===== src/logic/slot_power_pkg.sv =====
package slot_power_pkg;

  // Clock period used to turn times into cycle counts.
  localparam int CLOCK_PERIOD_NS = 5;

  // Break-before-make gap between the two IO supply gate drives.
  localparam int IO_DEAD_TIME_NS = 1000;
  localparam int IO_DEAD_CYCLES  =
    (IO_DEAD_TIME_NS + CLOCK_PERIOD_NS - 1) / CLOCK_PERIOD_NS;

  // A capability level must hold this long before it is reported.
  localparam int CAP_STABLE_NS     = 100;
  localparam int CAP_STABLE_CYCLES =
    (CAP_STABLE_NS + CLOCK_PERIOD_NS - 1) / CLOCK_PERIOD_NS;

  // A rail must read as discharged this long before it counts as empty.
  localparam int DISCHARGE_SETTLE_NS     = 50;
  localparam int DISCHARGE_SETTLE_CYCLES =
    (DISCHARGE_SETTLE_NS + CLOCK_PERIOD_NS - 1) / CLOCK_PERIOD_NS;

  // Number of slot power outputs watched for discharge.
  localparam int RAIL_COUNT = 6;

  // Detector levels and code width.
  localparam int          CAP_LEVELS      = 5;
  localparam int          CAP_CODE_WIDTH  = 3;
  localparam logic [2:0]  CAP_CODE_RESET  = 3'h0;

  // Counter widths sized for the cycle counts above.
  localparam int DEAD_COUNT_WIDTH   = 8;
  localparam int CAP_COUNT_WIDTH    = 5;
  localparam int SETTLE_COUNT_WIDTH = 4;

  // Output values after reset.
  localparam logic STATUS_RELEASED = 1'b1;
  localparam logic STATUS_ASSERTED = 1'b0;

endpackage : slot_power_pkg


===== src/logic/card_capability_classifier.sv =====
`timescale 1ns/1ps

module card_capability_classifier (
  input  wire logic       clock,
  input  wire logic       rst_n,
  input  wire logic [2:0] card_capability_sense,
  output logic      [2:0] capability_code
);

  logic [2:0] candidate;
  logic [slot_power_pkg::CAP_COUNT_WIDTH-1:0] stable_count;

  // Only the five resolvable levels are legal; anything else is ignored.
  function automatic logic level_is_legal(input logic [2:0] level);
    return level < 3'(slot_power_pkg::CAP_LEVELS);
  endfunction : level_is_legal

  // A level is reported only after it has stayed put, so a card still
  // seating in the connector does not flash a wrong capability.
  always_ff @(posedge clock or negedge rst_n) begin
    if (!rst_n) begin
      candidate    <= slot_power_pkg::CAP_CODE_RESET;
      stable_count <= '0;
    end else if (level_is_legal(card_capability_sense) &&
                 card_capability_sense != candidate) begin
      candidate    <= card_capability_sense;
      stable_count <= '0;
    end else if (stable_count !=
                 slot_power_pkg::CAP_COUNT_WIDTH'(
                   slot_power_pkg::CAP_STABLE_CYCLES)) begin
      stable_count <= stable_count + 1'b1;
    end
  end

  always_ff @(posedge clock or negedge rst_n) begin
    if (!rst_n) begin
      capability_code <= slot_power_pkg::CAP_CODE_RESET;
    end else if (stable_count ==
                 slot_power_pkg::CAP_COUNT_WIDTH'(
                   slot_power_pkg::CAP_STABLE_CYCLES)) begin
      capability_code <= candidate;
    end
  end

endmodule : card_capability_classifier


===== src/logic/hot_plug_slot_power_control.sv =====
// How it works
// - The power indicator drive is low while its enable is high, else high.
// - The attention indicator drive is low while its enable is high.
// - IO select high picks the 3.3 V IO gate, low picks the 1.5 V gate.
// - Aux switch high enables aux power; while low the aux fault clears.
// - Main enable high turns on main power; low clears fault, asserts UV.
// - The discharged status is low only when every slot output is empty.
// - The card capability is classified from a five-level detector.
// - The capability code leaves as three single-bit outputs, bits 1 to 3.
// - The undervoltage output is low while main rails are out of range.
// - The aux fault output is low while an aux supply fault exists.
// - The main fault output is low while a main power fault exists.
// - The 12 V output is on when enabled and discharged when off or faulted.
// - The -12 V output follows the 12 V output on and off together.
// - The event switch closes after aux is good, opens on aux fault or off.
`timescale 1ns/1ps

module hot_plug_slot_power_control (
  input  wire logic                  clock,
  input  wire logic                  rst_n,
  input  wire logic                  power_indicator_enable,
  input  wire logic                  attention_indicator_enable,
  input  wire logic                  io_voltage_select,
  input  wire logic                  aux_power_switch,
  input  wire logic                  main_power_enable,
  input  wire logic                  system_power_good,
  input  wire logic [2:0]            card_capability_sense,
  input  wire logic                  main_overcurrent,
  input  wire logic                  aux_overcurrent,
  input  wire logic                  aux_voltage_good,
  input  wire logic                  main_rails_in_range,
  input  wire logic [5:0]            rail_discharged,
  output logic                       power_indicator_drive,
  output logic                       attention_indicator_drive,
  output logic                       io_33_gate_enable,
  output logic                       io_15_gate_enable,
  output logic                       aux_power_enable,
  output logic                       main_gate_enable,
  output logic                       plus12_slot_output,
  output logic                       minus12_slot_output,
  output logic                       rail_discharge_enable,
  output logic                       power_discharged_status,
  output logic                       output_undervoltage_n,
  output logic                       aux_fault_n,
  output logic                       main_fault_n,
  output logic                       slot_event_bus_output,
  output logic                       card_capability_bit1,
  output logic                       card_capability_bit2,
  output logic                       card_capability_bit3
);

  typedef enum logic [1:0] {
    IO_OFF,
    IO_DEAD,
    IO_HIGH,
    IO_LOW
  } io_state_e;

  io_state_e  io_state;
  io_state_e  next_io_state;
  logic       main_fault;
  logic       aux_fault;
  logic       main_on;
  logic       next_main_on;
  logic       io_target_high;
  logic [2:0] capability_code;
  logic [5:0] rail_empty;
  logic [slot_power_pkg::DEAD_COUNT_WIDTH-1:0] dead_count;

  // Indicator drives follow their enables, inverted for an active-low LED.
  always_ff @(posedge clock or negedge rst_n) begin
    if (!rst_n) begin
      power_indicator_drive     <= slot_power_pkg::STATUS_RELEASED;
      attention_indicator_drive <= slot_power_pkg::STATUS_RELEASED;
    end else begin
      power_indicator_drive     <= ~power_indicator_enable;
      attention_indicator_drive <= ~attention_indicator_enable;
    end
  end

  // Aux power and its fault latch; a new fault beats the clear.
  always_ff @(posedge clock or negedge rst_n) begin
    if (!rst_n) begin
      aux_fault        <= 1'b0;
      aux_power_enable <= 1'b0;
    end else begin
      aux_fault <= aux_overcurrent | (aux_fault & aux_power_switch);
      aux_power_enable <= aux_power_switch & ~aux_fault & ~aux_overcurrent;
    end
  end

  // The main fault latches and clears only when main enable is low; an
  // overcurrent in the same cycle as the clear still sets it.
  always_ff @(posedge clock or negedge rst_n) begin
    if (!rst_n) begin
      main_fault <= 1'b0;
    end else begin
      main_fault <= main_overcurrent | (main_fault & main_power_enable);
    end
  end

  // Power good is trusted as given; the slot never powers without it.
  assign next_main_on = main_power_enable & system_power_good
                        & ~main_fault & ~main_overcurrent;

  always_ff @(posedge clock or negedge rst_n) begin
    if (!rst_n) begin
      main_on               <= 1'b0;
      main_gate_enable      <= 1'b0;
      plus12_slot_output    <= 1'b0;
      minus12_slot_output   <= 1'b0;
      rail_discharge_enable <= 1'b1;
    end else begin
      main_on               <= next_main_on;
      main_gate_enable      <= next_main_on;
      plus12_slot_output    <= next_main_on;
      minus12_slot_output   <= next_main_on;
      rail_discharge_enable <= ~next_main_on;
    end
  end

  // The two IO gates are never on together: a change of selection passes
  // through a dead time, trading a short IO gap for no shoot-through.
  assign io_target_high = io_voltage_select;

  always_comb begin
    next_io_state = io_state;
    unique case (io_state)
      IO_OFF: begin
        if (main_on) begin
          next_io_state = IO_DEAD;
        end
      end
      IO_DEAD: begin
        if (!main_on) begin
          next_io_state = IO_OFF;
        end else if (dead_count ==
                     slot_power_pkg::DEAD_COUNT_WIDTH'(
                       slot_power_pkg::IO_DEAD_CYCLES - 1)) begin
          next_io_state = io_target_high ? IO_HIGH : IO_LOW;
        end
      end
      IO_HIGH: begin
        if (!main_on) begin
          next_io_state = IO_OFF;
        end else if (!io_target_high) begin
          next_io_state = IO_DEAD;
        end
      end
      IO_LOW: begin
        if (!main_on) begin
          next_io_state = IO_OFF;
        end else if (io_target_high) begin
          next_io_state = IO_DEAD;
        end
      end
    endcase
  end

  always_ff @(posedge clock or negedge rst_n) begin
    if (!rst_n) begin
      io_state <= IO_OFF;
    end else begin
      io_state <= next_io_state;
    end
  end

  always_ff @(posedge clock or negedge rst_n) begin
    if (!rst_n) begin
      dead_count <= '0;
    end else if (io_state == IO_DEAD && next_io_state == IO_DEAD) begin
      dead_count <= dead_count + 1'b1;
    end else begin
      dead_count <= '0;
    end
  end

  always_ff @(posedge clock or negedge rst_n) begin
    if (!rst_n) begin
      io_33_gate_enable <= 1'b0;
      io_15_gate_enable <= 1'b0;
    end else begin
      io_33_gate_enable <= (next_io_state == IO_HIGH);
      io_15_gate_enable <= (next_io_state == IO_LOW);
    end
  end

  // Each rail must read discharged for a settle time so that a sense
  // comparator crossing on a slow ramp does not report empty too early.
  for (genvar rail = 0; rail < slot_power_pkg::RAIL_COUNT; rail++)
  begin : g_rail
    logic [slot_power_pkg::SETTLE_COUNT_WIDTH-1:0] settle;
    always_ff @(posedge clock or negedge rst_n) begin
      if (!rst_n) begin
        settle           <= '0;
        rail_empty[rail] <= 1'b0;
      end else if (!rail_discharged[rail]) begin
        settle           <= '0;
        rail_empty[rail] <= 1'b0;
      end else if (settle ==
                   slot_power_pkg::SETTLE_COUNT_WIDTH'(
                     slot_power_pkg::DISCHARGE_SETTLE_CYCLES - 1)) begin
        rail_empty[rail] <= 1'b1;
      end else begin
        settle <= settle + 1'b1;
      end
    end
  end

  // Status outputs, all active low.
  always_ff @(posedge clock or negedge rst_n) begin
    if (!rst_n) begin
      power_discharged_status <= slot_power_pkg::STATUS_RELEASED;
      output_undervoltage_n   <= slot_power_pkg::STATUS_ASSERTED;
      aux_fault_n             <= slot_power_pkg::STATUS_RELEASED;
      main_fault_n            <= slot_power_pkg::STATUS_RELEASED;
    end else begin
      power_discharged_status <= ~(&rail_empty);
      output_undervoltage_n   <= main_power_enable & main_on
                                 & main_rails_in_range;
      aux_fault_n             <= ~aux_fault;
      main_fault_n            <= ~main_fault;
    end
  end

  // The event switch opens at once on an aux fault or a switch release and
  // recloses only after aux has come back good.
  always_ff @(posedge clock or negedge rst_n) begin
    if (!rst_n) begin
      slot_event_bus_output <= 1'b0;
    end else begin
      slot_event_bus_output <= aux_power_switch & aux_voltage_good
                               & ~aux_fault & ~aux_overcurrent;
    end
  end

  card_capability_classifier u_capability (
    .clock                 (clock),
    .rst_n                 (rst_n),
    .card_capability_sense (card_capability_sense),
    .capability_code       (capability_code)
  );

  always_ff @(posedge clock or negedge rst_n) begin
    if (!rst_n) begin
      card_capability_bit1 <= 1'b0;
      card_capability_bit2 <= 1'b0;
      card_capability_bit3 <= 1'b0;
    end else begin
      card_capability_bit1 <= capability_code[0];
      card_capability_bit2 <= capability_code[1];
      card_capability_bit3 <= capability_code[2];
    end
  end

  chk_power_indicator: assert property (
    @(posedge clock) disable iff (!rst_n)
    power_indicator_enable |=> !power_indicator_drive)
    else $error("power indicator not lit after enable");

  chk_attention_indicator: assert property (
    @(posedge clock) disable iff (!rst_n)
    !attention_indicator_enable |=> attention_indicator_drive)
    else $error("attention indicator lit without enable");

  chk_io_gates_exclusive: assert property (
    @(posedge clock) disable iff (!rst_n)
    !(io_33_gate_enable && io_15_gate_enable))
    else $error("both IO gates on");

  chk_io_select_follow: assert property (
    @(posedge clock) disable iff (!rst_n)
    io_33_gate_enable && !io_voltage_select && main_on
    |=> !io_33_gate_enable ##[1:250] io_15_gate_enable || !main_on)
    else $error("IO select change not followed");

  chk_power_good_gate: assert property (
    @(posedge clock) disable iff (!rst_n)
    !system_power_good |=> !main_gate_enable && !plus12_slot_output)
    else $error("main power on without power good");

  chk_main_fault_latch: assert property (
    @(posedge clock) disable iff (!rst_n)
    main_fault && main_power_enable |=> ##1 !main_fault_n)
    else $error("main fault released while enabled");

  chk_main_fault_clear: assert property (
    @(posedge clock) disable iff (!rst_n)
    !main_power_enable && !main_overcurrent ##1 !main_power_enable
    |=> main_fault_n && !output_undervoltage_n)
    else $error("enable low did not clear fault and assert UV");

  chk_twelve_tracking: assert property (
    @(posedge clock) disable iff (!rst_n)
    plus12_slot_output == minus12_slot_output &&
    rail_discharge_enable == !plus12_slot_output)
    else $error("negative rail not tracking positive rail");

  chk_fault_discharges: assert property (
    @(posedge clock) disable iff (!rst_n)
    main_overcurrent |=> rail_discharge_enable ##1 !main_fault_n)
    else $error("main fault did not discharge outputs");

  chk_aux_fault_clear: assert property (
    @(posedge clock) disable iff (!rst_n)
    !(aux_power_switch || aux_overcurrent) [*2]
    |=> aux_fault_n && !aux_power_enable)
    else $error("aux fault not cleared by switch low");

  chk_event_switch_open: assert property (
    @(posedge clock) disable iff (!rst_n)
    aux_overcurrent || !aux_power_switch || !aux_voltage_good
    |=> !slot_event_bus_output)
    else $error("event switch not opened");

  chk_discharged_status: assert property (
    @(posedge clock) disable iff (!rst_n)
    !(&rail_discharged) |=> ##1 power_discharged_status)
    else $error("discharged status low with a live rail");

endmodule : hot_plug_slot_power_control


===== config.mk =====
export PLATFORM = sky130hd
export DESIGN_NAME = hot_plug_slot_power_control
export DESIGN_NICKNAME = d
export VERILOG_FILES = /design/src/logic/slot_power_pkg.sv /design/src/logic/card_capability_classifier.sv /design/src/logic/hot_plug_slot_power_control.sv
export SDC_FILE = /design/constraint.sdc
export NUM_CORES = 1
export LEC_CHECK = 0
export BUFFER_PORTS_ARGS = -buffer_cell sky130_fd_sc_hd__clkbuf_2
export CAP_MARGIN = 10
export CORE_UTILIZATION = 50
export CTS_CLUSTER_DIAMETER = 200
export DETAILED_ROUTE_END_ITERATION = 10
export PLACE_DENSITY = 0.7
export SLEW_MARGIN = 20
export SYNTH_ARGS = -nofsm -noshare
export SYNTH_HDL_FRONTEND = slang
export SYNTH_SLANG_ARGS = --single-unit

===== constraint.sdc =====
create_clock -name clock -period 3.2 [get_ports clock]
set_clock_uncertainty 0.2 [all_clocks]
set_input_delay 0.32 -clock clock [delete_from_list [all_inputs] [get_ports clock]]
set_output_delay 0.32 -clock clock [all_outputs]
set_load 0.05 [all_outputs]

### After elaboration in Yosys (flattened, before gate mapping)

Index checks and enable logic that the tools add are counted.

* output and inout port bits: 17
* register bits after elaboration: 68
* word-level logic and storage cells: 134

* reduce and logical (&&, ||, !) cells: 5
* $lt $le $gt $ge: 1
* equal/unequal tests: 28
* mux-type cells: 36
* add/sub/neg operators: 8
* bitwise operators: 22

Operators by type and width (count)
* 4-bit 2-to-1 mux: 12
* 4-bit by 1-bit adder with 4-bit output, second input constant: 6
* 4-bit == test, second input constant: 6
* 2-bit 2-to-1 mux: 7
* 1-bit 2-to-1 mux: 13
* 1-bit AND: 12
* 2-bit by 1-bit inequality test with 1-bit output, second input constant: 6
* 2-bit inequality test, second input constant: 6
* 5-bit 2-to-1 mux: 2
* 8-bit by 1-bit adder with 8-bit output, second input constant: 1
* 2-bit == test, second input constant: 4
* 8-bit == test, second input constant: 1
* 8-bit 2-to-1 mux: 1
* 1-bit NOT: 8
* 2-bit case mux with 4 select lines: 1
* 6-bit AND reduction: 1
* 5-bit by 1-bit adder with 5-bit output, second input constant: 1
* 5-bit == test, second input constant: 1
* 5-bit inequality test, second input constant: 1
* 2-bit by 1-bit == test with 1-bit output, second input constant: 2
* 3-bit less-than comparator, second input constant: 1
* 3-bit inequality test: 1
* 1-bit logical AND: 2
* 2-bit zero test: 1
* 2 further kinds: 3

### Logic depth before layout (Yosys ltp)

Gate-level depths: netlist of run 1.

* depth in word-level cells: 7
* mapped depth: 6

### By module

From an unflattened synthesis of run 1, not the netlist that was laid out.

* cell total of the unflattened synthesis: 267
* area, all modules: 3115.5 µm²

Modules (own cells, without submodules)
* hot_plug_slot_power_control: area an instance 2534.9 µm², cells an instance 214, times used 1, sequential area each 1433.9 µm²
* card_capability_classifier: area an instance 580.6 µm², cells an instance 53, times used 1, sequential area each 275.3 µm²

### Worst setup path before layout of run 1

Ideal clock, no wire load.

* path type: register to register
* from: register u_capability.candidate[0]
* to: register u_capability.candidate[0]
* buffers on the path: 0
* clock period less this slack: 1.768 ns
* slack: 1.432 ns
* stages on the path, launching flop included: 5
* arrival time: 1.444 ns
* data required time: 2.875 ns
* path through: dfrtp_1 or3_1 a2111oi_4 nor3_2 mux2_2

* longest elaborated chain between the ends: 2

RTL lines
* start, declared: line card_capability_classifier.sv:10 `logic [2:0] candidate;`
* start signal, assigned: line card_capability_classifier.sv:22 `candidate <= slot_power_pkg::CAP_CODE_RESET;`
* start signal, assigned: line card_capability_classifier.sv:26 `candidate <= card_capability_sense;`
* 3-bit inequality test: line card_capability_classifier.sv:25 `card_capability_sense != candidate) begin`
* 1-bit logical AND: line card_capability_classifier.sv:24 `end else if (level_is_legal(card_capability_sense) &&`

Every way passes these cells.
A chain may end at the register's enable or synchronous reset.

### Worst setup path after layout of run 1

* from: register u_capability.candidate[2]
* to: register u_capability.candidate[1]

The elaborated chain is that of the path after synthesis.

==> metrics, run 1 <==
cell with the most instances after synthesis=dfrtp_1; xor/xnor share of the synthesized area=6.44%; final net count=350; post-route ant nets=0; fmax=527 MHz; dominant delay contributor by cell family on the critical path=simple AND/OR/NAND/NOR gates; Slowest cell on crit path=nor3_2; synth warn=0; H-tree depth=3; worst hold-check path type=primary input to flop; Synth top area share=51.9%; critical path capture point type=flop; DRC=0; post-synthesis mux area share=4.23%; GRT Residual Overflow=0; crit path launch type=flop; CTS Buf Count=9; Post-synth EDFFs=0; Post-Synthesis Cell Area=2990 sq um; Post-CTS Setup Inserts=0; period utilization=59.3%; dpl hpwl=3.38 mm; Post-Synth Simple-Gate Area=15.2%; PortBufs=37; core area=5640 sq um; final setup fails=0; post-synth net total=294; largest net degree at the start of global routing=37; peak supply drop=0.000338 V; post-synthesis register bit count=68; Initial Util=53.0%; gpl congestion=0.729; chip width=79.3 um; pin slew with the least headroom to its limit=0.748 ns; adder and majority gate portion of the synthesized area=6.28%; Max Cap Viol=0; crit path time final=1.90 ns; via count=2012; Layout area overhead=18.9%; Critical Path, Cell by Cell=or3b_2, a21boi_1, nor3_2, mux2_2; die area=6290 sq um; CTS tree=yes; Power, Total=1820 uW; max incr delay on CP=0.46 ns; ys async rst share=100%; Hold Fails Final Rpt=0; compound-gate portion of the synthesized area=8.16%; Slew headroom=50.2%; First-pass DRT Iterations=4; CTS root buffer=clkbuf_8; Yosys top cell by area=dfrtp_1; Worst-path clk slew=0.07 ns; pwr/cell area=513 nW/um^2; top post-synthesis cells by count=dfrtp_1 (62), nor2_1 (26), xnor2_1 (18); CTS sink count=68; drt via density=5.15; n_diodes=0; std cell rows=27; kind of critical path=flop to flop; Clk Latency, worst-skew pair=0.34 ns; combinational family with the most area after synthesis=simple AND/OR/NAND/NOR gates; Worst Path Max Fanout=7; Gate Count Post-Synth=258; Max Slew Vio Count=0; DR iter-0 viols=65; Leak Pwr=0.00167 uW; share of cells above drive strength 1=21.0%; Tot GR Track Use=17.8%; WL per Instance=12.6 um; CP arrival=1.92 ns; vias in the first global route=1978; Worst Path Buf+Inv=0; mean post-synth cell area=11.6 sq um; main area contributors after synthesis=dfrtp_1 (52%), ha_1 (6.3%), dfstp_2 (5.3%); final wirelength=4.94 mm; Synth cell types=32; Setup TNS=0 ns; Main synth FF type=dfrtp_1; sequential area share after synthesis=57.2%; I/O pin count=38; Bufs on Longest Clock Path=2; initial antenna violation count=0; RSZ-0062 raised after global routing=false; die height=79.3 um; first-pass GRT wire length=8.42 mm; WP data required=3.22 ns; outcome=completed
## area by class of cell
class,count,area [sq um]
Clock buffer,11,141
Clock inverter,5,52.6
Fill cell,436,2090
Inverter,16,60.1
Multi-Input combinational cell,172,1210
Sequential cell,68,1710
Tap cell,72,90.1
Timing Repair Buffer,47,295
## state kept, by name, indices dropped and copies added (netlist names), 2 cells and up
register	cells
io_state	2
dead_count	8
g_rail.settle	24
rail_empty	6
u_capability.candidate	3
u_capability.capability_code	3
u_capability.stable_count	5
## cells by family (layout without fill, tap and decap cells)
| family | after synthesis | after routing |
|---|---|---|
| DFF | 68 | 68 |
| buffers and inverters | 18 | 79 |
| and+or+nand+nor | 91 | 91 |
| muxes | 12 | 12 |
| adders and majority gates | 15 | 15 |
| xor gates and xnor gates | 22 | 22 |
| AOI/OAI and AO/OA | 32 | 32 |
## cells in the final DEF, fill, tap and decap left out, types with 2 or more instances in the layout
cell type      Yosys  final
nand2_1           17     17
dlygate4sd3_1      0      9
a21o_1             2      2
nor3b_1            2      2
nor2b_1            3      3
nand3_1           15     15
o21a_1             8      8
dfrtp_1           62     62
nand4b_1           2      2
clkbuf_8           0     10
xnor2_1           18     18
o311a_1            6      6
dfstp_2            6      6
mux2_2             5      5
ha_1              15     15
xor2_1             4      4
inv_1             16     16
mux2i_1            7      7
o21ai_0            8      8
clkbuf_2           0     36
a21oi_1            5      5
clkinv_2           0      3
nor2_1            26     26
and2_1            16     16
nor3_1             3      3
## where the power goes
| group | switching [uW] | internal [uW] | total (uW) |
|---|---|---|---|
| Combinational | 101 | 80.8 | 182 |
| Sequential | 46.3 | 904 | 950 |
| Clock | 314 | 377 | 692 |
## through the flow
stage	cell area [sq um]	worst slack, ns	utilization [%]	cells	hold slack (ns)
after floorplan	2990	1.43	-	258	-0.176
after global placement	3270	1.33	58.0	366	0.159
after detailed placement	3270	1.29	58.0	366	0.162
after CTS	3540	1.30	62.8	390	0.00174
after global routing	3550	1.22	63.0	391	0.00906
final	3550	1.30	63.0	391	0.0123
## metal layers
| layer | up-vias | wire, um | global-route usage [%] |
|---|---|---|---|
| met5 | - | 0 | 0 |
| met4 | 0 | 75 | 8.00 |
| met3 | 7 | 157 | 5.52 |
| met2 | 34 | 2400 | 30.1 |
| met1 | 996 | 2310 | 20.8 |
| li1 | 975 | - | - |
## worst paths after layout
check / start / end / slack [ns] / cells after the start
worst max-delay path: u_capability.candidate[2] / u_capability.candidate[1] / 1.30 / 4
worst min-delay path: aux_power_switch / aux_fault / 0.01 / 2
worst max register to register: u_capability.candidate[2] / u_capability.candidate[1] / 1.30 / 4
worst min register to register: u_capability.capability_code[1] / card_capability_bit2 / 0.17 / 0
max in group asynchronous: rst_n / rail_discharge_enable / 1.72 / 3
min in group asynchronous: rst_n / dead_count[7] / 0.38 / 2
## what timing repair did
action                                 4_1_cts  5_1_grt
hold buffers                                 8        1
resized for setup                            0        0
setup endpoints to repair                    0        0
endpoints found under the hold margin       36        1
Power figures use the tool's default switching activity.
==> run 2: changes to the inputs <==
--- a/config.mk
+++ b/config.mk
@@ -5,6 +5,7 @@
 export SDC_FILE = /design/constraint.sdc
 export NUM_CORES = 1
 export LEC_CHECK = 0
+export ABC_AREA = 1
 export BUFFER_PORTS_ARGS = -buffer_cell sky130_fd_sc_hd__clkbuf_2
 export CAP_MARGIN = 10
 export CORE_UTILIZATION = 50
==> constraint.sdc (replaced) <==
create_clock -name clock -period 1.95 [get_ports clock]
set_clock_uncertainty 0.2 [all_clocks]
set_input_delay 0.195 -clock clock [delete_from_list [all_inputs] [get_ports clock]]
set_output_delay 0.195 -clock clock [all_outputs]
set_load 0.05 [all_outputs]
==> run 2 against run 1 <==
Routed wire length rose by 0.81%. Sequential power rose by 66%. Highest routed layer unchanged. Power rose by 71%. Area after synthesis fell by 0.67%. Sequential share of layout area fell by 1.7 points. Synthesized cell count rose by 17%. First-iteration DRC count rose by 37%.
==> metrics, run 2 <==
crit path time final=1.62 ns; final wirelength=4.98 mm; GRT Residual Overflow=0; fin util=65.7%; DR WL met2=2.49 mm; CTS tree=yes; Leak Pwr=0.00181 uW; post-synth net total=338; CP arrival=1.67 ns; Tot GR Track Use=18.7%; PortBufs=37; flip-flop count of the largest register after layout=24; die area=6250 sq um; post-route ant nets=0; Worst Path Max Fanout=8; H-tree depth=3; peak supply drop=0.000498 V; Yosys top cell by area=dfrtp_1; First-pass DRT Iterations=4; pin slew with the least headroom to its limit=0.344 ns; RSZ-0062 raised after global routing=false; synth warn=0; CTS Buf Count=9; DRC=0; period utilization=83.0%; Synth cell types=24; Max Used Layer=met4; top post-synthesis cells by count=dfrtp_1 (62), nand2_1 (50), inv_1 (42); cell with the most instances after synthesis=dfrtp_1; fmax=618 MHz; Post-synth EDFFs=0; worst hold-check path type=primary input to flop; ys async rst share=100%; final setup fails=0; Hold Fails Final Rpt=0; initial antenna violation count=0; Slowest cell on crit path=dfrtp_1; crit path launch type=flop; Clk Latency, worst-skew pair=0.34 ns; Bufs on Longest Clock Path=2; sequential area share after synthesis=57.5%; Worst Path Buf+Inv=2; Synth top area share=52.2%; Slew headroom=77.1%; main area contributors after synthesis=dfrtp_1 (52%), ha_1 (6.3%), nand2_1 (6.3%); WP data required=2.01 ns; pwr/cell area=847 nW/um^2; first-pass GRT wire length=8.74 mm; Max Slew Vio Count=0; I/O pin count=38; dominant delay contributor by cell family on the critical path=flip-flops; Most common cell on crit path=inv_1; mean post-synth cell area=9.84 sq um; n_diodes=0; die height=79.1 um; DR iter-0 viols=89; largest registers=g_rail.settle: 24 flops, dead_count: 8 flops, rail_empty: 6 flops; Main synth FF type=dfrtp_1; most frequent cells in the layout=dfrtp_1 (62), nand2_1 (50), inv_1 (42); dpl hpwl=3.34 mm; Critical Path, Cell by Cell=inv_1, ha_1, nand4_1, inv_1, nor2_1, nand2_1, a21oi_1; M1 WL=2.23 mm; Worst-path clk slew=0.08 ns; final net count=408; Setup TNS=0 ns; Gate Count Post-Synth=302; CTS sink count=68; critical path capture point type=flop; vias in the first global route=2117; via count=2103; Layout area overhead=24.0%; post-synthesis register bit count=68; chip width=79.1 um; final hold slack=0.0563 ns; core area=5610 sq um; max incr delay on CP=0.39 ns; gpl congestion=0.791; kind of critical path=flop to flop; share of cells above drive strength 1=17.5%; Initial Util=53.0%; Post-CTS Setup Inserts=0; commonest non-fill, non-tap cell in the layout=dfrtp_1; met3 wire len=152 um; outcome=completed; WL per Instance=11.1 um; Reg with most FFs=g_rail.settle; Power, Total=3120 uW; Max Cap Viol=0; drt via density=4.68; largest net degree at the start of global routing=69; CTS root buffer=clkbuf_8; std cell rows=27; Post-Synthesis Cell Area=2970 sq um
run 2: area by class of cell:
cell class | instances | area [sq um]
Fill cell | 457 | 1920
Sequential cell | 68 | 1710
Multi-Input combinational cell | 190 | 1090
Timing Repair Buffer | 61 | 435
Inverter | 42 | 158
Clock buffer | 12 | 155
Tap cell | 72 | 90.1
Clock inverter | 4 | 47.5
run 2: kinds of logic (layout without fill, tap and decap cells):
group                      after synthesis  after routing  synth area share (%)
xor gates and xnor gates                21             21                  6.19
buffers and inverters                   44            119                  5.81
and+or+nand+nor                        122            122                  18.0
adders and majority gates               15             15                  6.32
DFF                                     68             68                  57.5
AOI/OAI and AO/OA                       32             32                  6.15
run 2: tightest hold or removal path: stages:
cell	delay [ns]
clkbuf_2	0.11
nand3_1	0.07
nand2_1	0.09
a21boi_0	0.09
run 2: through the flow:
| step | cell area, sq um | std cells | setup WS [ns] |
|---|---|---|---|
| 2_1_floorplan | 2970 | 302 | 0.334 |
| 3_3_place_gp | 3250 | 410 | 0.431 |
| 3_5_place_dp | 3250 | 410 | 0.330 |
| 4_1_cts | 3680 | 449 | 0.317 |
| 5_1_grt | 3680 | 449 | 0.172 |
| 6_report | 3680 | 449 | 0.331 |
run 2: path summary, 6_finish.rpt:
kind	depth (start not counted)	end	slack, ns	start
max	7	u_capability.stable_count[3]	0.33	u_capability.stable_count[0]
min	4	io_state[0]	0.06	io_voltage_select
max reg2reg	7	u_capability.stable_count[3]	0.33	u_capability.stable_count[0]
min reg2reg	0	card_capability_bit3	0.19	u_capability.capability_code[2]
max in group asynchronous	3	power_indicator_drive	1.02	rst_n
min in group asynchronous	3	rail_empty[3]	0.20	rst_n
run 2: power breakdown:
group,total (uW),switching (uW),internal [uW],leakage [uW]
combinational,374,220,155,0.000811
clock,1170,512,657,0.000102
sequential,1580,77.3,1500,0.000896
run 2: per-layer routing:
layer	GRT usage, %	vias to the layer above
met2	32.5	40
met5	0	-
met3	4.37	10
li1	-	1080
met4	10.4	0
met1	21.0	973
run 2: what timing repair did:
action                    4_1_cts  5_1_grt
resized for setup               0        0
hold buffers                   23        0
hold endpoints to repair      110        0
